### src/ict_pkg.sv
// constants, encodings and timing figures for the instruction cycle timing model
package ict_pkg;

   // ******************************
   // widths
   // ******************************
   localparam int CLK_W = 10;                  // total clock count width
   localparam int RD_W  = 6;                   // read cycle count width
   localparam int WR_W  = 5;                   // write cycle count width
   localparam int OPD_W = 16;                  // multiply source operand width

   // ******************************
   // encodings
   // ******************************
   typedef enum logic [3:0] {
      OP_MOVE_LONG, OP_ADD, OP_AND, OP_OR, OP_SUB, OP_EXCL_OR, OP_COMPARE,
      OP_COMPARE_ADDR, OP_SMUL, OP_UMUL, OP_SDIV, OP_UDIV
   } ict_op_t;

   typedef enum logic [3:0] {
      M_DATA_REG, M_ADDR_REG, M_IND, M_POSTINC, M_PREDEC, M_DISP, M_INDEX,
      M_ABS_SHORT, M_ABS_LONG, M_PC_DISP, M_PC_INDEX, M_IMMEDIATE
   } ict_mode_t;

   typedef enum logic [1:0] {
      SZ_BYTE, SZ_WORD, SZ_LONG
   } ict_size_t;

   // ******************************
   // long move, source part (register destination), indexed by mode
   // ******************************
   localparam logic [11:0][6:0] MOVL_SRC_CLK = {
      7'd24, 7'd34, 7'd32, 7'd40, 7'd32, 7'd34, 7'd32, 7'd26, 7'd24, 7'd24, 7'd8, 7'd8};
   localparam logic [11:0][3:0] MOVL_SRC_RD = {
      4'd6, 4'd8, 4'd8, 4'd10, 4'd8, 4'd8, 4'd8, 4'd6, 4'd6, 4'd6, 4'd2, 4'd2};
   // long move, extra for the destination, indexed by mode
   localparam logic [11:0][5:0] MOVL_DST_CLK = {
      6'd0, 6'd0, 6'd0, 6'd32, 6'd24, 6'd26, 6'd24, 6'd16, 6'd16, 6'd16, 6'd0, 6'd0};
   localparam logic [11:0][2:0] MOVL_DST_RD = {
      3'd0, 3'd0, 3'd0, 3'd4, 3'd2, 3'd2, 3'd2, 3'd0, 3'd0, 3'd0, 3'd0, 3'd0};
   localparam logic [11:0][2:0] MOVL_DST_WR = {
      3'd0, 3'd0, 3'd0, 3'd4, 3'd4, 3'd4, 3'd4, 3'd4, 3'd4, 3'd4, 3'd0, 3'd0};

   // ******************************
   // standard instruction figures
   // ******************************
   localparam logic [7:0] STD_REG_BW_CLK   = 8'd8;   // byte/word into a register
   localparam logic [7:0] STD_REG_L_CLK    = 8'd10;  // long into a register
   localparam logic [7:0] STD_REG_L_EXT    = 8'd12;  // long, register or immediate source
   localparam logic [7:0] EXCL_OR_L_CLK    = 8'd12;  // exclusive-or long into a register
   localparam logic [7:0] CMPA_CLK         = 8'd10;  // compare into address register
   localparam logic [7:0] MEM_B_CLK        = 8'd12;  // result to memory, byte
   localparam logic [7:0] MEM_W_CLK        = 8'd16;  // result to memory, word
   localparam logic [7:0] MEM_L_CLK        = 8'd24;  // result to memory, long
   localparam logic [3:0] MEM_B_WR         = 4'd1;
   localparam logic [3:0] MEM_W_WR         = 4'd2;
   localparam logic [3:0] MEM_L_WR         = 4'd4;
   localparam logic [3:0] STD_RD           = 4'd2;   // opcode and next prefetch
   localparam logic [7:0] SDIV_MAX_CLK     = 8'd162;
   localparam logic [7:0] UDIV_MAX_CLK     = 8'd144;
   localparam logic [7:0] MUL_BASE_CLK     = 8'd42;  // plus 2n, 74 at most

endpackage : ict_pkg

### src/ict_ones.sv
// counts the one bits of a vector
module ict_ones #(
   parameter int W = 16
) (
   input  wire logic [W-1:0]         vec,   // vector to count
   output logic      [$clog2(W+1)-1:0] count  // number of ones
);

   // ******************************
   // adder chain
   // ******************************
   // plain loop: the synthesiser builds the adder tree
   always_comb
   begin
      count = '0;
      for (int i = 0; i < W; i++)
      begin
         count = count + ($clog2(W+1))'(vec[i]);
      end
   end

endmodule // ict_ones

### src/ict_timing.sv
// cycle count calculator: clocks, read cycles and write cycles per instruction
//
// How it works
// - each answer is total clocks plus read count and write count
// - marked entries add the effective-address clocks, reads and writes
// - long moves: source part plus destination part, e.g. 8, 24, 72 clocks
// - indexed modes cost the same for word or long index register
// - standard counts already hold operation, store and next prefetch
// - add/and/or/sub: 8 or 10 into register; 12/16/24 to memory
// - long base 10 becomes 12 for register direct or immediate source, except compare, which stays at 10
// - exclusive-or into register needs data register source; 8 or 12 clocks
// - divides 162 and 144 max, multiplies 74 max, plus word ea time
// - divide reported at its worst case, within 10 percent of best
// - multiply takes 42 plus 2n clocks, n from the operand
// - signed multiply n counts bit changes in zero-prefixed 17-bit source
// - unsigned multiply n counts ones in the source
// - compare into address register 10 clocks; no byte form
// - immediate counts include immediate operand fetch
module ict_timing (
   input  wire logic                      CLK_SYS,       // 250 MHz clock
   input  wire logic                      RESETN,        // async reset, active low
   input  wire logic                      REQ_VALID,     // request strobe
   input  wire ict_pkg::ict_op_t          REQ_OP,        // instruction class
   input  wire ict_pkg::ict_size_t        REQ_SIZE,      // operand size
   input  wire ict_pkg::ict_mode_t        REQ_SRC_MODE,  // source addressing mode
   input  wire ict_pkg::ict_mode_t        REQ_DST_MODE,  // destination addressing mode
   input  wire logic [7:0]                REQ_EA_CLK,    // ea calculation clocks
   input  wire logic [3:0]                REQ_EA_RD,     // ea calculation reads
   input  wire logic [3:0]                REQ_EA_WR,     // ea calculation writes
   input  wire logic [15:0]               REQ_SRC_DATA,  // multiply source operand
   input  wire logic [7:0]                REQ_WAIT,      // wait-state clocks to add
   output logic                           RSP_VALID,     // answer strobe
   output logic [ict_pkg::CLK_W-1:0]      RSP_CLOCKS,    // total clock periods
   output logic [ict_pkg::RD_W-1:0]       RSP_READS,     // read bus cycles
   output logic [ict_pkg::WR_W-1:0]       RSP_WRITES,    // write bus cycles
   output logic                           RSP_ILLEGAL    // form does not exist
);

   // ******************************
   // state
   // ******************************
   typedef struct packed {
      logic                      valid;
      logic [ict_pkg::CLK_W-1:0] clocks;
      logic [ict_pkg::RD_W-1:0]  reads;
      logic [ict_pkg::WR_W-1:0]  writes;
      logic                      illegal;
   } ict_state_t;

   ict_state_t state_reg;
   ict_state_t state_next;

   // local widths so the size casts below stay short
   localparam int CLK_W = ict_pkg::CLK_W;
   localparam int RD_W  = ict_pkg::RD_W;
   localparam int WR_W  = ict_pkg::WR_W;

   // ******************************
   // multiply n
   // ******************************
   logic [15:0] ones_vec;
   logic [4:0]  ones_cnt;

   // signed: compare each bit of {0,src} with its upper neighbour
   always_comb
   begin
      if (REQ_OP == ict_pkg::OP_SMUL)
         ones_vec = {1'b0, REQ_SRC_DATA[15:1]} ^ REQ_SRC_DATA;
      else
         ones_vec = REQ_SRC_DATA;
   end

   ict_ones #(
      .W     (16)
   ) u_ones (
      .vec   (ones_vec),
      .count (ones_cnt)
   );

   // ******************************
   // count calculation
   // ******************************
   // one cycle of latency keeps the long mux chain off the answer path
   always_comb
   begin
      logic [ict_pkg::CLK_W-1:0] clk_v;
      logic [ict_pkg::RD_W-1:0]  rd_v;
      logic [ict_pkg::WR_W-1:0]  wr_v;
      logic                      add_ea;
      logic                      bad;
      logic                      src_reg;
      logic                      dst_mem;
      clk_v   = '0;
      rd_v    = '0;
      wr_v    = '0;
      add_ea  = 1'b1;
      bad     = 1'b0;
      src_reg = (REQ_SRC_MODE == ict_pkg::M_DATA_REG) || (REQ_SRC_MODE == ict_pkg::M_ADDR_REG)
                || (REQ_SRC_MODE == ict_pkg::M_IMMEDIATE);
      dst_mem = (REQ_DST_MODE != ict_pkg::M_DATA_REG) && (REQ_DST_MODE != ict_pkg::M_ADDR_REG);
      case (REQ_OP)
         ict_pkg::OP_MOVE_LONG:
         begin
            // both indexed modes share one entry, so index size is irrelevant
            clk_v  = CLK_W'(ict_pkg::MOVL_SRC_CLK[REQ_SRC_MODE])
                     + CLK_W'(ict_pkg::MOVL_DST_CLK[REQ_DST_MODE]);
            rd_v   = RD_W'(ict_pkg::MOVL_SRC_RD[REQ_SRC_MODE])
                     + RD_W'(ict_pkg::MOVL_DST_RD[REQ_DST_MODE]);
            wr_v   = WR_W'(ict_pkg::MOVL_DST_WR[REQ_DST_MODE]);
            add_ea = 1'b0;
         end
         ict_pkg::OP_ADD, ict_pkg::OP_AND, ict_pkg::OP_OR, ict_pkg::OP_SUB,
         ict_pkg::OP_EXCL_OR, ict_pkg::OP_COMPARE:
         begin
            rd_v = RD_W'(ict_pkg::STD_RD);
            if (dst_mem)
            begin
               // compare only reads, so it has no memory-destination form
               bad = (REQ_OP == ict_pkg::OP_COMPARE);
               case (REQ_SIZE)
                  ict_pkg::SZ_BYTE:
                  begin
                     clk_v = CLK_W'(ict_pkg::MEM_B_CLK);
                     wr_v  = WR_W'(ict_pkg::MEM_B_WR);
                  end
                  ict_pkg::SZ_WORD:
                  begin
                     clk_v = CLK_W'(ict_pkg::MEM_W_CLK);
                     wr_v  = WR_W'(ict_pkg::MEM_W_WR);
                  end
                  default:
                  begin
                     clk_v = CLK_W'(ict_pkg::MEM_L_CLK);
                     wr_v  = WR_W'(ict_pkg::MEM_L_WR);
                  end
               endcase
            end
            else if (REQ_DST_MODE == ict_pkg::M_ADDR_REG)
               bad = 1'b1;
            else if (REQ_OP == ict_pkg::OP_EXCL_OR)
            begin
               bad   = (REQ_SRC_MODE != ict_pkg::M_DATA_REG);
               clk_v = (REQ_SIZE == ict_pkg::SZ_LONG) ? CLK_W'(ict_pkg::EXCL_OR_L_CLK)
                       : CLK_W'(ict_pkg::STD_REG_BW_CLK);
            end
            else if (REQ_SIZE != ict_pkg::SZ_LONG)
               clk_v = CLK_W'(ict_pkg::STD_REG_BW_CLK);
            else if (src_reg && (REQ_OP != ict_pkg::OP_COMPARE))
               clk_v = CLK_W'(ict_pkg::STD_REG_L_EXT);
            else
               clk_v = CLK_W'(ict_pkg::STD_REG_L_CLK);
            if (REQ_SIZE == ict_pkg::SZ_BYTE && REQ_SRC_MODE == ict_pkg::M_ADDR_REG)
               bad = 1'b1;
         end
         ict_pkg::OP_COMPARE_ADDR:
         begin
            bad   = (REQ_SIZE == ict_pkg::SZ_BYTE);
            clk_v = CLK_W'(ict_pkg::CMPA_CLK);
            rd_v  = RD_W'(ict_pkg::STD_RD);
         end
         ict_pkg::OP_SMUL, ict_pkg::OP_UMUL:
         begin
            clk_v = CLK_W'(ict_pkg::MUL_BASE_CLK) + CLK_W'({ones_cnt, 1'b0});
            rd_v  = RD_W'(ict_pkg::STD_RD);
         end
         ict_pkg::OP_SDIV:
         begin
            // data-dependent spread is under 10 percent, so worst case stands
            clk_v = CLK_W'(ict_pkg::SDIV_MAX_CLK);
            rd_v  = RD_W'(ict_pkg::STD_RD);
         end
         ict_pkg::OP_UDIV:
         begin
            clk_v = CLK_W'(ict_pkg::UDIV_MAX_CLK);
            rd_v  = RD_W'(ict_pkg::STD_RD);
         end
         default:
         begin
            bad    = 1'b1;
            add_ea = 1'b0;
         end
      endcase
      // ea figures for an immediate source already hold the operand fetch
      if (add_ea)
      begin
         clk_v = clk_v + CLK_W'(REQ_EA_CLK);
         rd_v  = rd_v + RD_W'(REQ_EA_RD);
         wr_v  = wr_v + WR_W'(REQ_EA_WR);
      end
      clk_v = clk_v + CLK_W'(REQ_WAIT);
      state_next = state_reg;
      state_next.valid = REQ_VALID;
      if (REQ_VALID)
      begin
         state_next.clocks  = bad ? '0 : clk_v;
         state_next.reads   = bad ? '0 : rd_v;
         state_next.writes  = bad ? '0 : wr_v;
         state_next.illegal = bad;
      end
   end

   // ******************************
   // registers
   // ******************************
   always_ff @(posedge CLK_SYS or negedge RESETN)
   begin
      if (!RESETN)
         state_reg <= '0;
      else
         state_reg <= state_next;
   end

   // answer outputs straight from flops
   assign RSP_VALID   = state_reg.valid;
   assign RSP_CLOCKS  = state_reg.clocks;
   assign RSP_READS   = state_reg.reads;
   assign RSP_WRITES  = state_reg.writes;
   assign RSP_ILLEGAL = state_reg.illegal;

endmodule // ict_timing

### config.mk
export PLATFORM = sky130hd
export DESIGN_NAME = ict_timing
export DESIGN_NICKNAME = d
export VERILOG_FILES = /design/src/ict_pkg.sv /design/src/ict_ones.sv /design/src/ict_timing.sv
export SDC_FILE = /design/constraint.sdc
export NUM_CORES = 1
export LEC_CHECK = 0
export ABC_CLOCK_PERIOD_IN_PS = 1250
export CAP_MARGIN = 25
export CORE_MARGIN = 2
export CORE_UTILIZATION = 70
export DETAILED_ROUTE_END_ITERATION = 8
export DONT_BUFFER_PORTS = 1
export GPL_TIMING_DRIVEN = 0
export PLACE_DENSITY = 0.86
export SYNTH_ARGS = -nofsm -noshare
export SYNTH_HDL_FRONTEND = slang
export SYNTH_SLANG_ARGS = --single-unit
### constraint.sdc
create_clock -name CLK_SYS -period 1.25 [get_ports CLK_SYS]
set_input_delay 0.125 -clock CLK_SYS [delete_from_list [all_inputs] [get_ports CLK_SYS]]
set_output_delay 0.125 -clock CLK_SYS [all_outputs]
set_load 0.1 [all_outputs]
==> results of run 1 <==
per-stage QoR:
stage | instance area, sq um | setup TNS, ns | hold WS [ns] | std cells
detailed placement | 3530 | -60.31 | -0.170 | 455
CTS | 4210 | -69.78 | 0.00787 | 498
global placement | 3530 | -58.49 | -0.170 | 455
floorplan | 3460 | -52.25 | -0.171 | 403
Yosys cell counts, types with 2 or more instances:
| library cell | number | area, sq um |
|---|---|---|
| fa_1 | 16 | 320 |
| nand4_1 | 3 | 18.8 |
| nor2_1 | 33 | 124 |
| o31ai_1 | 2 | 15.0 |
| nor3_1 | 7 | 35.0 |
| or2_2 | 3 | 18.8 |
| o22ai_1 | 18 | 113 |
| inv_1 | 54 | 203 |
| o21ai_1 | 9 | 45.0 |
| nand2_1 | 35 | 131 |
| ha_1 | 35 | 438 |
| mux2i_1 | 2 | 20.0 |
| nand2b_1 | 6 | 37.5 |
| a21o_1 | 7 | 52.6 |
| a41oi_1 | 2 | 17.5 |
| nor2b_1 | 7 | 43.8 |
| xor2_1 | 7 | 61.3 |
| a221oi_1 | 3 | 26.3 |
| buf_2 | 2 | 10.0 |
| xnor2_1 | 22 | 193 |
| nor3b_1 | 7 | 52.6 |
| or2_1 | 2 | 12.5 |
| and3_1 | 2 | 12.5 |
| and2_1 | 3 | 18.8 |
| o21a_1 | 5 | 37.5 |
| a31oi_1 | 5 | 31.3 |
| o32ai_1 | 2 | 17.5 |
| or3b_1 | 2 | 17.5 |
| o21ai_0 | 10 | 50.1 |
| a22oi_1 | 4 | 30.0 |
| dfrtp_1 | 23 | 576 |
| a21boi_0 | 2 | 15.0 |
| nand3_1 | 4 | 20.0 |
| nor4b_1 | 2 | 17.5 |
| a21oi_1 | 18 | 90.1 |
| clkbuf_1 | 9 | 33.8 |
| nor4_1 | 3 | 18.8 |
| or3_1 | 3 | 18.8 |
kinds of logic after synthesis:
family,Yosys count,share of synthesized area
xor+xnor,29,0.0785
fa+ha+maj,52,0.238
buf+inv,65,0.0762
mux,2,0.00619
compound gates,105,0.223
flops,23,0.178
simple gates,127,0.201
what timing repair did:
item,CTS
cloned,1
pin swaps,38
endpoints found under the setup margin,44
endpoints found under the hold margin,25
gates resized for setup,92
setup buffers,36
hold buffers,2
==> report_table.html, run 1 <==
<table>
<tr><th>Metric</th><th>Value</th></tr>
<tr><th colspan="2">Clock tree</th></tr>
<tr><td>CTS buffer count</td><td>3</td></tr>
<tr><td>Clk sink count</td><td>23</td></tr>
<tr><td>Buffers from clock root to sink, at most</td><td>2</td></tr>
<tr><td>CTS H-tree lvls</td><td>1</td></tr>
<tr><td>Clock root buffer master</td><td>clkbuf_8</td></tr>
<tr><th colspan="2">Synthesis</th></tr>
<tr><td>Post-synthesis sequential element count</td><td>23</td></tr>
<tr><td>Part of the Yosys area used for sequential elements</td><td>0.178</td></tr>
<tr><td>Gate count after technology mapping</td><td>between 400 and 500</td></tr>
<tr><td>Post-Syn Area per Cell</td><td>around 8.0 sq um</td></tr>
<tr><td>Number of different library cells in the post-synthesis netlist</td><td>62</td></tr>
<tr><td>Net count after synthesis</td><td>just over 500</td></tr>
<tr><td>Synth async-reset ratio</td><td>1.00</td></tr>
<tr><td>Post-synth EDFFs</td><td>0</td></tr>
<tr><td>Synthesis Warnings</td><td>0</td></tr>
<tr><td>Netlist area before placement</td><td>0.00324 sq mm</td></tr>
<tr><td>Ys flop type</td><td>dfrtp_1</td></tr>
<tr><th colspan="2">Placement</th></tr>
<tr><td>Placer Congestion</td><td>0.898</td></tr>
<tr><td>Number of I/O port buffers</td><td>0</td></tr>
<tr><td>Half-perimeter wire length after detailed placement</td><td>6480 um</td></tr>
<tr><td>Pre-CTS setup slack</td><td>-6.68 ns</td></tr>
<tr><th colspan="2">STA</th></tr>
<tr><td>Worst ep type</td><td>register input</td></tr>
<tr><td>Worst endpoint after global-route timing repair</td><td>RSP_CLOCKS[8]$_DFFE_PN0P_/D</td></tr>
<tr><th colspan="2">Outcome</th></tr>
<tr><td>Stage where the flow stopped</td><td>global routing</td></tr>
<tr><td>First Error</td><td>[ERROR DPL-0038] Utilization greater than 100%, impossible to legalize</td></tr>
<tr><td>Run status</td><td>did not finish</td></tr>
<tr><th colspan="2">Floorplanning</th></tr>
<tr><td>Initial Utilization</td><td>0.733</td></tr>
<tr><td>Die height</td><td>72.0 um</td></tr>
<tr><td>Number of placement rows</td><td>24</td></tr>
<tr><td>I/O pin total</td><td>80</td></tr>
<tr><td>Width of the die</td><td>72.0 um</td></tr>
<tr><th colspan="2">Global route</th></tr>
<tr><td>Pin count of the biggest net entering global routing</td><td>24</td></tr>
</table>
==> inputs of run 2 (changes only) <==
Settings changed: CORE_UTILIZATION 70 to 40, PLACE_DENSITY 0.86 to unset, PLACE_DENSITY_LB_ADDON set to 0.15.
==> report_table.html, run 2 <==
<table>
<tr><th>Metric</th><th>Value</th></tr>
<tr><th colspan="2">Synthesis</th></tr>
<tr><td>Ranking of synthesized cells by instance count</td><td>inv_1, ha_1, nand2_1</td></tr>
<tr><td>Netlist area before placement</td><td>0.00324 sq mm</td></tr>
<tr><td>Post-synthesis sequential element count</td><td>23</td></tr>
<tr><td>Post-Syn Area per Cell</td><td>between 8 and 9 sq um</td></tr>
<tr><td>Most common cell in the synthesized netlist</td><td>inv_1</td></tr>
<tr><td>Net count after synthesis</td><td>approximately 510</td></tr>
<tr><td>Synth async-reset ratio</td><td>1.00</td></tr>
<tr><td>Gate count after technology mapping</td><td>between 400 and 500</td></tr>
<tr><td>Synthesis Warnings</td><td>0</td></tr>
<tr><td>Fraction of post-synthesis cell area in the top cell type by area</td><td>0.178</td></tr>
<tr><td>Part of the Yosys area used for sequential elements</td><td>0.178</td></tr>
<tr><td>Ys flop type</td><td>dfrtp_1</td></tr>
<tr><td>Yosys top cell by area</td><td>dfrtp_1</td></tr>
<tr><td>Cell types occupying the most area after synthesis</td><td>dfrtp_1, ha_1, fa_1, inv_1, xnor2_1</td></tr>
<tr><td>Post-synth EDFFs</td><td>0</td></tr>
<tr><td>Number of different library cells in the post-synthesis netlist</td><td>62</td></tr>
<tr><th colspan="2">STA</th></tr>
<tr><td>Pin slew with the least headroom to its limit</td><td>0.931 ns</td></tr>
<tr><td>Worst setup skew after layout</td><td>0 ns</td></tr>
<tr><td>Unrepaired setup endpoints after global routing</td><td>true</td></tr>
<tr><td>Final max-slew violation count</td><td>0</td></tr>
<tr><td>F_max</td><td>around 0.14 GHz</td></tr>
<tr><td>Final hold violations</td><td>0</td></tr>
<tr><td>Normalized max-slew margin</td><td>0.379</td></tr>
<tr><td>Count of final setup violators</td><td>22</td></tr>
<tr><td>Min cycle time layout</td><td>7.17 ns</td></tr>
<tr><td>Min setup slack post-route</td><td>-5.92 ns</td></tr>
<tr><td>Period Utilization, post-route</td><td>5.74</td></tr>
<tr><th colspan="2">Critical path</th></tr>
<tr><td>Maximum cell stage delay along the critical path</td><td>0.55 ns</td></tr>
<tr><td>Data required time of the critical path</td><td>~1.4 ns</td></tr>
<tr><td>Maximum net fanout on the critical path</td><td>5</td></tr>
<tr><td>Crit path arrival time</td><td>7.33 ns</td></tr>
<tr><td>Category of the most critical setup path</td><td>input pin to flop</td></tr>
<tr><td>Category of the worst setup path capture point</td><td>flop</td></tr>
<tr><td>Crit path launch type</td><td>input pin</td></tr>
<tr><td>Max stage delay cell, worst path</td><td>fa_1</td></tr>
<tr><td>Most common cell on crit path</td><td>fa_1</td></tr>
<tr><th colspan="2">Detailed routing</th></tr>
<tr><td>Number of design rule violations left after detail routing</td><td>0</td></tr>
<tr><td>Detail-routed via count per cell</td><td>5.53</td></tr>
<tr><td>WL final</td><td>between 8000 and 9000 um</td></tr>
<tr><td>Detailed Routing Iterations Pass 1</td><td>4</td></tr>
<tr><td>Routed Antenna Nets</td><td>0</td></tr>
<tr><td>Number of vias in the routed layout</td><td>around 3000</td></tr>
<tr><td>Iteration-0 DRC count of the detailed router</td><td>roughly 140</td></tr>
<tr><td>Routed wire per std cell</td><td>approximately 16 um</td></tr>
<tr><th colspan="2">Power</th></tr>
<tr><td>Portion of total power attributed to sequential cells</td><td>0.287</td></tr>
<tr><td>Cell Pwr Density</td><td>between 1500 and 2000 mW/mm^2</td></tr>
<tr><td>LEAKAGE</td><td>between 1.5 and 2 nW</td></tr>
<tr><td>Maximum ir drop on the vdd rail</td><td>approximately 1200 uV</td></tr>
<tr><td>Switching power</td><td>0.00403 W</td></tr>
<tr><td>Switch share</td><td>0.528</td></tr>
<tr><td>Internal portion of total power</td><td>between 0.003 and 0.004 W</td></tr>
<tr><td>Share of power burned in combinational logic</td><td>0.653</td></tr>
<tr><td>Clock network power share</td><td>0.060</td></tr>
<tr><th colspan="2">Final layout</th></tr>
<tr><td>Flip-flop count of the largest register after layout</td><td>10</td></tr>
<tr><td>Commonest cells after routing, fill and taps aside</td><td>inv_1, nand2_1, ha_1</td></tr>
<tr><td>Commonest non-fill, non-tap cell in the layout</td><td>inv_1</td></tr>
<tr><td>Number of nets in the layout</td><td>approximately 550</td></tr>
<tr><td>Share of layout cells above drive strength 1</td><td>0.324</td></tr>
<tr><td>Number of diodes added for antenna fixing</td><td>0</td></tr>
<tr><td>Layout area overhead</td><td>32.0%</td></tr>
<tr><td>Finished Core Util</td><td>0.550</td></tr>
<tr><th colspan="2">Placement</th></tr>
<tr><td>Placer Congestion</td><td>around 0.85</td></tr>
<tr><td>Half-perimeter wire length after detailed placement</td><td>roughly 6800 um</td></tr>
<tr><td>Number of I/O port buffers</td><td>0</td></tr>
<tr><td>Pre-CTS setup slack</td><td>-6.78 ns</td></tr>
<tr><th colspan="2">Min path</th></tr>
<tr><td>Hold Crit Class</td><td>input pin to flop</td></tr>
<tr><th colspan="2">Floorplanning</th></tr>
<tr><td>Die height</td><td>between 90 and 100 um</td></tr>
<tr><td>Die ar.</td><td>roughly 0.0088 sq mm</td></tr>
<tr><td>I/O pin total</td><td>80</td></tr>
<tr><td>Initial Utilization</td><td>0.417</td></tr>
<tr><td>Width of the die</td><td>between 90 and 100 um</td></tr>
<tr><td>Std-Cell Core Area</td><td>about 0.0078 sq mm</td></tr>
<tr><td>Number of placement rows</td><td>32</td></tr>
<tr><th colspan="2">Global route</th></tr>
<tr><td>Number of global-route vias before repair</td><td>2912</td></tr>
<tr><td>Congestion Overflow GR</td><td>0</td></tr>
<tr><td>Global router's overall resource usage</td><td>0.193</td></tr>
<tr><td>Number of antenna violations at the first check in global routing</td><td>0</td></tr>
<tr><td>Pin count of the biggest net entering global routing</td><td>24</td></tr>
<tr><td>Global-route wire length before repair</td><td>approximately 14000 um</td></tr>
<tr><th colspan="2">Clock tree</th></tr>
<tr><td>Clock root buffer master</td><td>clkbuf_8</td></tr>
<tr><td>CTS buffer count</td><td>3</td></tr>
<tr><td>Clock-pin slew on the worst setup and hold paths</td><td>about 0.08 ns</td></tr>
<tr><td>Clock latency at the later pin of the worst-skew pair</td><td>between 0.2 and 0.3 ns</td></tr>
<tr><td>Clk sink count</td><td>23</td></tr>
<tr><td>CTS tree</td><td>built</td></tr>
<tr><td>CTS H-tree lvls</td><td>1</td></tr>
<tr><td>Buffers from clock root to sink, at most</td><td>2</td></tr>
<tr><th colspan="2">Job</th></tr>
<tr><td>MaxCap Viol Count</td><td>0</td></tr>
<tr><th colspan="2">Outcome</th></tr>
<tr><td>Run status</td><td>finished, violations left</td></tr>
<tr><td>Failing checks</td><td>negative setup slack</td></tr>
</table>
[run 2: cell counts after synthesis]
Identical to the previous run, type by type.
[run 2: worst paths after layout]
path / to / depth (start not counted) / slack [ns] / startpoint
min reg2reg: RSP_WRITES[0]$_DFFE_PN0P_ / 2 / 0.81 / RSP_WRITES[0]$_DFFE_PN0P_
min in group asynchronous: RSP_READS[0]$_DFFE_PN0P_ / 1 / 0.13 / RESETN
max reg2reg: RSP_CLOCKS[8]$_DFFE_PN0P_ / 3 / -0.19 / RSP_CLOCKS[8]$_DFFE_PN0P_
max in group asynchronous: RSP_WRITES[0]$_DFFE_PN0P_ / 2 / 0.72 / RESETN
max: RSP_CLOCKS[8]$_DFFE_PN0P_ / 31 / -5.92 / REQ_OP[2]
min: RSP_WRITES[4]$_DFFE_PN0P_ / 2 / 0.03 / REQ_EA_WR[3]
[run 2: critical path: cells and delay by family]
kind | cells | cell delay [ns]
adders and majority gates | 10 | 4.09
AOI/OAI and AO/OA | 8 | 1.19
and+or+nand+nor | 8 | 1.40
xor gates and xnor gates | 1 | 0.12
buffers and inverters | 4 | 0.39
[run 2: power by group through the flow]
stage | logic, W | clock network [W] | registers [W]
after floorplan | 0.00296 | 0 | 0.00215
after global placement | 0.00349 | 0 | 0.00217
after detailed placement | 0.00358 | 0 | 0.00218
after CTS | 0.00425 | 0.000463 | 0.00220
after global routing | 0.00551 | 0.000487 | 0.00222
final | 0.00499 | 0.000455 | 0.00219
[run 2: cells by family (layout without fill, tap and decap cells)]
family	count (synthesis)	after routing	synth area share
xor gates and xnor gates	29	29	0.0785
buffers and inverters	65	100	0.0762
AOI/OAI and AO/OA	105	105	0.223
adders and majority gates	52	52	0.238
and+or+nand+nor	127	127	0.201
DFF	23	23	0.178
muxes	2	2	0.00619
[run 2: through the flow]
step / total power (W) / hold WS [ns] / cells / setup TNS [ns] / area, sq um
finish: 0.00764 / 0.0290 / 540 / -51.92 / 4270
global route: 0.00822 / 0.0369 / 540 / -55.41 / 4270
CTS: 0.00691 / 0.0201 / 529 / -52.00 / 4000
detailed placement: 0.00576 / -0.170 / 505 / -60.06 / 3590
global placement: 0.00567 / -0.170 / 505 / -59.33 / 3590
floorplan: 0.00511 / -0.171 / 403 / -52.25 / 3460
[run 2: layout make-up]
class | count | area [sq um]
plain buffers | 11 | 124
flip-flops and latches | 23 | 603
repair buffers | 31 | 270
well taps | 102 | 128
fillers | 740 | 3500
clock buffers | 4 | 45.0
multi-input cells | 315 | 2880
inverters | 54 | 220
[run 2: timing repair]
action,4_1_cts,5_1_grt
buffers inserted,16,10
endpoints found under the hold margin,26,0
resized for setup,65,37
cloned,1,0
pin swaps,33,17
endpoints found under the setup margin,45,22
hold buffers,3,0
[run 2: routing by layer]
layer	share of wire	GRT usage	vias to the layer above
li1	-	-	1484
met1	0.44	0.261	1403
met2	0.50	0.338	87
met3	0.046	0.0177	12
met4	0.012	0.0362	0
met5	0	0	-
No activity file was read; power rests on OpenSTA's default activity.
==> inputs of run 3 (changes only) <==
Settings changed: ABC_AREA set to 1.
==> report_table.html, run 3 <==
<table>
<tr><th>Metric</th><th>Value</th></tr>
<tr><th colspan="2">Outcome</th></tr>
<tr><td>Run status</td><td>finished, violations left</td></tr>
<tr><td>Failing checks</td><td>negative setup slack</td></tr>
<tr><th colspan="2">Placement</th></tr>
<tr><td>Placer Congestion</td><td>0.831</td></tr>
<tr><td>Number of I/O port buffers</td><td>0</td></tr>
<tr><td>Post-DP Area</td><td>0.00338 sq mm</td></tr>
<tr><td>Placed cells</td><td>530</td></tr>
<tr><td>Pre-CTS setup slack</td><td>-5.67 ns</td></tr>
<tr><td>Half-perimeter wire length after detailed placement</td><td>6140 um</td></tr>
<tr><th colspan="2">Clock tree</th></tr>
<tr><td>CTS tree</td><td>built</td></tr>
<tr><td>Clock-pin slew on the worst setup and hold paths</td><td>~0.090 ns</td></tr>
<tr><td>Clk sink count</td><td>23</td></tr>
<tr><td>Buffers from clock root to sink, at most</td><td>2</td></tr>
<tr><td>Clock root buffer master</td><td>clkbuf_8</td></tr>
<tr><td>CTS H-tree lvls</td><td>1</td></tr>
<tr><td>Clock latency at the later pin of the worst-skew pair</td><td>around 0.27 ns</td></tr>
<tr><td>CTS buffer count</td><td>3</td></tr>
<tr><th colspan="2">Global route</th></tr>
<tr><td>Pin count of the biggest net entering global routing</td><td>24</td></tr>
<tr><td>Number of antenna violations at the first check in global routing</td><td>0</td></tr>
<tr><td>Number of global-route vias before repair</td><td>2778</td></tr>
<tr><td>Global router's overall resource usage</td><td>0.188</td></tr>
<tr><td>Global-route wire length before repair</td><td>approximately 13000 um</td></tr>
<tr><td>Congestion Overflow GR</td><td>0</td></tr>
<tr><th colspan="2">Synthesis</th></tr>
<tr><td>Yosys top cell by area</td><td>dfrtp_1</td></tr>
<tr><td>Netlist area before placement</td><td>around 0.0031 sq mm</td></tr>
<tr><td>Net count after synthesis</td><td>536</td></tr>
<tr><td>Number of different library cells in the post-synthesis netlist</td><td>39</td></tr>
<tr><td>Cell types occupying the most area after synthesis</td><td>dfrtp_1, ha_1, nand2_1, fa_1, inv_1</td></tr>
<tr><td>Post-Syn Area per Cell</td><td>approximately 7.3 sq um</td></tr>
<tr><td>Synthesis Warnings</td><td>0</td></tr>
<tr><td>Ys flop type</td><td>dfrtp_1</td></tr>
<tr><td>Post-synthesis sequential element count</td><td>23</td></tr>
<tr><td>Post-synth EDFFs</td><td>0</td></tr>
<tr><td>Synth async-reset ratio</td><td>1.00</td></tr>
<tr><td>Part of the Yosys area used for sequential elements</td><td>0.185</td></tr>
<tr><td>Ranking of synthesized cells by instance count</td><td>nand2_1, inv_1, ha_1</td></tr>
<tr><td>Gate count after technology mapping</td><td>roughly 430</td></tr>
<tr><td>Most common cell in the synthesized netlist</td><td>nand2_1</td></tr>
<tr><td>Fraction of post-synthesis cell area in the top cell type by area</td><td>0.185</td></tr>
<tr><th colspan="2">Detailed routing</th></tr>
<tr><td>Iteration-0 DRC count of the detailed router</td><td>74</td></tr>
<tr><td>WL final</td><td>~8300 um</td></tr>
<tr><td>Detailed Routing Iterations Pass 1</td><td>4</td></tr>
<tr><td>Routed wire per std cell</td><td>14.5 um</td></tr>
<tr><td>Number of vias in the routed layout</td><td>about 2900</td></tr>
<tr><td>Detail-routed via count per cell</td><td>approximately 5</td></tr>
<tr><td>Routed Antenna Nets</td><td>0</td></tr>
<tr><td>Number of design rule violations left after detail routing</td><td>0</td></tr>
<tr><th colspan="2">STA</th></tr>
<tr><td>Unrepaired setup endpoints after global routing</td><td>true</td></tr>
<tr><td>Pin slew with the least headroom to its limit</td><td>0.510 ns</td></tr>
<tr><td>Min setup slack post-route</td><td>-5.20 ns</td></tr>
<tr><td>Period Utilization, post-route</td><td>5.16</td></tr>
<tr><td>Worst setup skew after layout</td><td>0 ns</td></tr>
<tr><td>Final max-slew violation count</td><td>0</td></tr>
<tr><td>Hold_ws</td><td>between 0.03 and 0.04 ns</td></tr>
<tr><td>Normalized max-slew margin</td><td>0.660</td></tr>
<tr><td>Min cycle time layout</td><td>6.45 ns</td></tr>
<tr><td>Count of final setup violators</td><td>17</td></tr>
<tr><td>F_max</td><td>between 0.15 and 0.2 GHz</td></tr>
<tr><td>Final hold violations</td><td>0</td></tr>
<tr><th colspan="2">Critical path</th></tr>
<tr><td>Category of the worst setup path capture point</td><td>flop</td></tr>
<tr><td>Category of the most critical setup path</td><td>input pin to flop</td></tr>
<tr><td>Crit path launch type</td><td>input pin</td></tr>
<tr><td>Max stage delay cell, worst path</td><td>fa_1</td></tr>
<tr><td>Maximum net fanout on the critical path</td><td>4</td></tr>
<tr><td>Crit path arrival time</td><td>about 6.6 ns</td></tr>
<tr><td>Maximum cell stage delay along the critical path</td><td>between 0.5 and 0.6 ns</td></tr>
<tr><td>Data required time of the critical path</td><td>about 1.4 ns</td></tr>
<tr><th colspan="2">Min path</th></tr>
<tr><td>Hold Crit Class</td><td>input pin to flop</td></tr>
<tr><th colspan="2">Power</th></tr>
<tr><td>Total power draw</td><td>around 0.0067 W</td></tr>
<tr><td>Clock network power share</td><td>0.071</td></tr>
<tr><td>Switch share</td><td>0.542</td></tr>
<tr><td>LEAKAGE</td><td>~1.9 nW</td></tr>
<tr><td>Switching power</td><td>around 0.0036 W</td></tr>
<tr><td>Share of power burned in combinational logic</td><td>0.627</td></tr>
<tr><td>Maximum ir drop on the vdd rail</td><td>roughly 1500 uV</td></tr>
<tr><td>Portion of total power attributed to sequential cells</td><td>0.303</td></tr>
<tr><td>Cell Pwr Density</td><td>between 1500 and 2000 mW/mm^2</td></tr>
<tr><td>Internal portion of total power</td><td>between 0.003 and 0.004 W</td></tr>
<tr><th colspan="2">Final layout</th></tr>
<tr><td>Flip-flop count of the largest register after layout</td><td>10</td></tr>
<tr><td>Final instance area</td><td>slightly above 0.004 sq mm</td></tr>
<tr><td>Layout area overhead</td><td>32.9%</td></tr>
<tr><td>Commonest cells after routing, fill and taps aside</td><td>nand2_1, inv_1, ha_1</td></tr>
<tr><td>Commonest non-fill, non-tap cell in the layout</td><td>nand2_1</td></tr>
<tr><td>Number of diodes added for antenna fixing</td><td>0</td></tr>
<tr><td>Number of nets in the layout</td><td>~580</td></tr>
<tr><td>Finished Layout Cells</td><td>570</td></tr>
<tr><td>Share of layout cells above drive strength 1</td><td>0.385</td></tr>
<tr><th colspan="2">Job</th></tr>
<tr><td>MaxCap Viol Count</td><td>0</td></tr>
<tr><th colspan="2">Floorplanning</th></tr>
<tr><td>Width of the die</td><td>roughly 92 um</td></tr>
<tr><td>Initial Utilization</td><td>0.407</td></tr>
<tr><td>Number of placement rows</td><td>32</td></tr>
<tr><td>I/O pin total</td><td>80</td></tr>
<tr><td>Die height</td><td>around 90 um</td></tr>
<tr><td>Std-Cell Core Area</td><td>between 0.007 and 0.008 sq mm</td></tr>
<tr><td>Die ar.</td><td>0.00849 sq mm</td></tr>
</table>
-- run 3: worst max-delay path, delay by kind of cell --
kind	cells	cell delay, ns
buf+inv	9	0.95
compound gates	3	0.54
simple gates	9	0.72
xor+xnor	2	0.23
fa+ha+maj	10	4.04
-- run 3: cell type report --
type / count / area [sq um]
buffer: 4 / 37.5
clock buffer: 3 / 41.3
tap: 102 / 128
inverter: 76 / 308
fill: 735 / 3520
clock inverter: 1 / 5.00
multi-input combinational: 325 / 2660
sequential: 23 / 604
timing repair buffer: 36 / 353
-- run 3: power groups by stage --
stage	Clock (W)	Combinational, W	Sequential (W)
finish	0.000470	0.00417	0.00201
global route	0.000499	0.00467	0.00202
CTS	0.000475	0.00363	0.00201
detailed placement	0	0.00295	0.00200
global placement	0	0.00291	0.00199
floorplan	0	0.00246	0.00196
-- run 3: final timing paths --
kind | slack (ns) | start | depth (start not counted) | to
hold reg to reg | 0.80 | RSP_READS[5]$_DFFE_PN0P_ | 2 | RSP_READS[5]$_DFFE_PN0P_
hold / removal | 0.03 | REQ_EA_WR[3] | 2 | RSP_WRITES[3]$_DFFE_PN0P_
max in group asynchronous | 0.64 | RESETN | 2 | RSP_CLOCKS[2]$_DFFE_PN0P_
min in group asynchronous | 0.19 | RESETN | 1 | RSP_WRITES[1]$_DFFE_PN0P_
setup reg to reg | 0.20 | RSP_READS[2]$_DFFE_PN0P_ | 2 | RSP_READS[2]$_DFFE_PN0P_
setup / recovery | -5.20 | REQ_OP[0] | 33 | RSP_CLOCKS[4]$_DFFE_PN0P_
-- run 3: repair_timing --
action / 4_1_cts / 5_1_grt
cloned: 0 / 1
pin swaps: 38 / 41
setup endpoints to repair: 43 / 21
buffers inserted: 19 / 12
hold buffers: 3 / 0
hold endpoints to repair: 27 / 0
resized for setup: 67 / 51
-- run 3: kinds of logic after synthesis --
family | after synthesis | synth area share
AND/OR/NAND/NOR | 187 | 0.279
buffers and inverters | 80 | 0.0978
AO/OA/AOI/OAI | 64 | 0.123
adder cells (fa/ha/maj) | 51 | 0.244
XOR/XNOR | 23 | 0.0708
flip-flops | 23 | 0.185
-- run 3: per-stage QoR --
step                      TNS, ns   util
after floorplan            -45.97      -
after global placement     -51.56  0.442
after detailed placement   -51.85  0.442
after CTS                  -44.05  0.495
after global routing       -47.64  0.540
final                      -44.79  0.540
-- run 3: metal layers --
metal  up-vias  wire length (um)  track usage  part of all wire
met1      1323              3490        0.226              0.42
met3         4               437       0.0288             0.053
met2        64              4290        0.354              0.52
met5         -                 0            0                 0
li1       1463                 -            -                 -
met4         0                60       0.0361            0.0072
==> inputs of run 4 (changes only) <==
Settings changed: ABC_CLOCK_PERIOD_IN_PS 1250 to unset, CELL_PAD_IN_SITES_DETAIL_PLACEMENT set to 1, CELL_PAD_IN_SITES_GLOBAL_PLACEMENT set to 2, CORE_UTILIZATION 40 to 39, GPL_ROUTABILITY_DRIVEN set to 0.
==> report_table.html, run 4 (synthesis gave the netlist of run 3 again) <==
<table>
<tr><th>Metric</th><th>Value</th></tr>
<tr><th colspan="2">Power</th></tr>
<tr><td>LEAKAGE</td><td>~2.0 nW</td></tr>
<tr><td>Share of power burned in combinational logic</td><td>0.647</td></tr>
<tr><td>Internal portion of total power</td><td>between 0.003 and 0.004 W</td></tr>
<tr><td>Maximum ir drop on the vdd rail</td><td>1120 uV</td></tr>
<tr><td>Clock network power share</td><td>0.069</td></tr>
<tr><td>Switch share</td><td>0.535</td></tr>
<tr><td>Portion of total power attributed to sequential cells</td><td>0.284</td></tr>
<tr><td>Switching power</td><td>0.00381 W</td></tr>
<tr><td>Cell Pwr Density</td><td>~1700 mW/mm^2</td></tr>
<tr><th colspan="2">Global route</th></tr>
<tr><td>Global router's overall resource usage</td><td>0.215</td></tr>
<tr><td>Pin count of the biggest net entering global routing</td><td>24</td></tr>
<tr><td>Number of global-route vias before repair</td><td>approximately 3300</td></tr>
<tr><td>Global-route wire length before repair</td><td>14900 um</td></tr>
<tr><td>Congestion Overflow GR</td><td>0</td></tr>
<tr><td>Number of antenna violations at the first check in global routing</td><td>0</td></tr>
<tr><th colspan="2">Detailed routing</th></tr>
<tr><td>Iteration-0 DRC count of the detailed router</td><td>76</td></tr>
<tr><td>WL final</td><td>around 9700 um</td></tr>
<tr><td>Detailed Routing Iterations Pass 1</td><td>4</td></tr>
<tr><td>Detail-routed via count per cell</td><td>roughly 5.1</td></tr>
<tr><td>Routed wire per std cell</td><td>between 15 and 20 um</td></tr>
<tr><td>Routed Antenna Nets</td><td>0</td></tr>
<tr><td>Number of vias in the routed layout</td><td>2948</td></tr>
<tr><td>Number of design rule violations left after detail routing</td><td>0</td></tr>
<tr><th colspan="2">Clock tree</th></tr>
<tr><td>CTS H-tree lvls</td><td>1</td></tr>
<tr><td>Clock-pin slew on the worst setup and hold paths</td><td>around 0.080 ns</td></tr>
<tr><td>Clk sink count</td><td>23</td></tr>
<tr><td>Clock root buffer master</td><td>clkbuf_8</td></tr>
<tr><td>CTS buffer count</td><td>3</td></tr>
<tr><td>Buffers from clock root to sink, at most</td><td>2</td></tr>
<tr><td>Clock latency at the later pin of the worst-skew pair</td><td>between 0.2 and 0.3 ns</td></tr>
<tr><td>CTS tree</td><td>built</td></tr>
<tr><th colspan="2">STA</th></tr>
<tr><td>Period Utilization, post-route</td><td>5.15</td></tr>
<tr><td>Setup Total Neg Slack</td><td>-45.98 ns</td></tr>
<tr><td>Final max-slew violation count</td><td>0</td></tr>
<tr><td>Count of final setup violators</td><td>19</td></tr>
<tr><td>Unrepaired setup endpoints after global routing</td><td>true</td></tr>
<tr><td>Min setup slack post-route</td><td>-5.19 ns</td></tr>
<tr><td>Worst setup skew after layout</td><td>0 ns</td></tr>
<tr><td>F_max</td><td>0.155 GHz</td></tr>
<tr><td>Final hold violations</td><td>0</td></tr>
<tr><td>Normalized max-slew margin</td><td>0.632</td></tr>
<tr><td>Pin slew with the least headroom to its limit</td><td>between 0.5 and 0.6 ns</td></tr>
<tr><td>Min cycle time layout</td><td>roughly 6.4 ns</td></tr>
<tr><th colspan="2">Final layout</th></tr>
<tr><td>Layout area overhead</td><td>35.0%</td></tr>
<tr><td>Commonest cells after routing, fill and taps aside</td><td>nand2_1, inv_1, ha_1</td></tr>
<tr><td>Share of layout cells above drive strength 1</td><td>0.405</td></tr>
<tr><td>Finished Layout Cells</td><td>between 500 and 600</td></tr>
<tr><td>Final instance area</td><td>0.00420 sq mm</td></tr>
<tr><td>Number of nets in the layout</td><td>slightly below 600</td></tr>
<tr><td>Number of diodes added for antenna fixing</td><td>0</td></tr>
<tr><td>Finished Core Util</td><td>0.543</td></tr>
<tr><td>Flip-flop count of the largest register after layout</td><td>10</td></tr>
<tr><td>Commonest non-fill, non-tap cell in the layout</td><td>nand2_1</td></tr>
<tr><th colspan="2">Critical path</th></tr>
<tr><td>Crit path arrival time</td><td>between 6 and 7 ns</td></tr>
<tr><td>Max stage delay cell, worst path</td><td>fa_1</td></tr>
<tr><td>Category of the worst setup path capture point</td><td>flop</td></tr>
<tr><td>Maximum net fanout on the critical path</td><td>4</td></tr>
<tr><td>Data required time of the critical path</td><td>1.42 ns</td></tr>
<tr><td>Crit path launch type</td><td>input pin</td></tr>
<tr><td>Category of the most critical setup path</td><td>input pin to flop</td></tr>
<tr><td>Maximum cell stage delay along the critical path</td><td>0.56 ns</td></tr>
<tr><th colspan="2">Outcome</th></tr>
<tr><td>Run status</td><td>finished, violations left</td></tr>
<tr><td>Failing checks</td><td>negative setup slack</td></tr>
<tr><th colspan="2">Floorplanning</th></tr>
<tr><td>Die height</td><td>93.3 um</td></tr>
<tr><td>Initial Utilization</td><td>0.402</td></tr>
<tr><td>Width of the die</td><td>just over 90 um</td></tr>
<tr><td>Std-Cell Core Area</td><td>between 0.007 and 0.008 sq mm</td></tr>
<tr><td>Number of placement rows</td><td>32</td></tr>
<tr><td>Die ar.</td><td>0.00870 sq mm</td></tr>
<tr><td>I/O pin total</td><td>80</td></tr>
<tr><th colspan="2">Placement</th></tr>
<tr><td>Number of I/O port buffers</td><td>0</td></tr>
<tr><td>Placed cells</td><td>530</td></tr>
<tr><td>Half-perimeter wire length after detailed placement</td><td>around 7000 um</td></tr>
<tr><td>Post-DP Area</td><td>0.00338 sq mm</td></tr>
<tr><th colspan="2">Job</th></tr>
<tr><td>MaxCap Viol Count</td><td>0</td></tr>
<tr><th colspan="2">Min path</th></tr>
<tr><td>Hold Crit Class</td><td>input pin to flop</td></tr>
</table>
run 4: cell count changes in the layout (fill, tap and decap cells not counted), moves of 2 or more:
cell / change
a21oi_2: -2
a21oi_4: +2
buf_6: +6
ha_1: -3
ha_4: +3
inv_6: +2
nand3_4: -2
o21ai_0: -3
o21ai_2: +3
run 4: final cells by class:
type / count / area (sq um)
timing repair buffer: 40 / 369
clock buffer: 4 / 45.0
tap: 102 / 128
sequential: 23 / 604
buffer: 4 / 33.8
inverter: 76 / 315
multi-input combinational: 325 / 2700
fill: 945 / 3530
run 4: worst paths after layout:
path / from / to / slack (ns) / cells past startpoint
setup / recovery: REQ_OP[0] / RSP_CLOCKS[8]$_DFFE_PN0P_ / -5.19 / 35
hold / removal: REQ_EA_RD[0] / RSP_READS[0]$_DFFE_PN0P_ / 0.003 / 1
setup reg to reg: RSP_READS[2]$_DFFE_PN0P_ / RSP_READS[2]$_DFFE_PN0P_ / 0.15 / 2
hold reg to reg: RSP_READS[5]$_DFFE_PN0P_ / RSP_READS[5]$_DFFE_PN0P_ / 0.81 / 2
max in group asynchronous: RESETN / RSP_CLOCKS[3]$_DFFE_PN0P_ / 0.57 / 2
min in group asynchronous: RESETN / RSP_WRITES[3]$_DFFE_PN0P_ / 0.21 / 1
run 4: critical path: cells and delay by family:
| family | cells | cell delay (ns) |
|---|---|---|
| compound gates | 4 | 0.64 |
| xor+xnor | 2 | 0.26 |
| fa+ha+maj | 10 | 4.14 |
| buf+inv | 4 | 0.26 |
| simple gates | 15 | 1.20 |
run 4: repair_timing:
action                     CTS  global route
pin swaps                   31            41
gates resized for setup     65            73
setup buffers               25            12
setup endpoints to repair   44            21
gates cloned                 0             1
hold buffers                 2             0
hold endpoints to repair    25             0
run 4: layer usage:
metal / GRT usage / part of all wire / up-vias
met4: 0.0551 / 0.021 / 0
li1: - / - / 1461
met5: 0 / 0 / -
met3: 0.0387 / 0.048 / 13
met2: 0.430 / 0.55 / 66
met1: 0.228 / 0.38 / 1408
run 4: power groups by stage:
stage / clock (W) / sequential, W / combinational, W
finish: 0.000491 / 0.00202 / 0.00461
global route: 0.000511 / 0.00204 / 0.00525
CTS: 0.000464 / 0.00202 / 0.00393
detailed placement: 0 / 0.00200 / 0.00304
global placement: 0 / 0.00199 / 0.00293
floorplan: 0 / 0.00196 / 0.00246
run 4: through the flow:
stage          power [W]  hold WS, ns  setup WS [ns]
4_1_cts          0.00641       0.0139          -5.16
5_1_grt          0.00780      0.00179          -5.49
6_report         0.00712      0.00260          -5.19
2_1_floorplan    0.00443       -0.171          -5.24
3_3_place_gp     0.00493       -0.170          -5.65
3_5_place_dp     0.00504       -0.170          -5.70
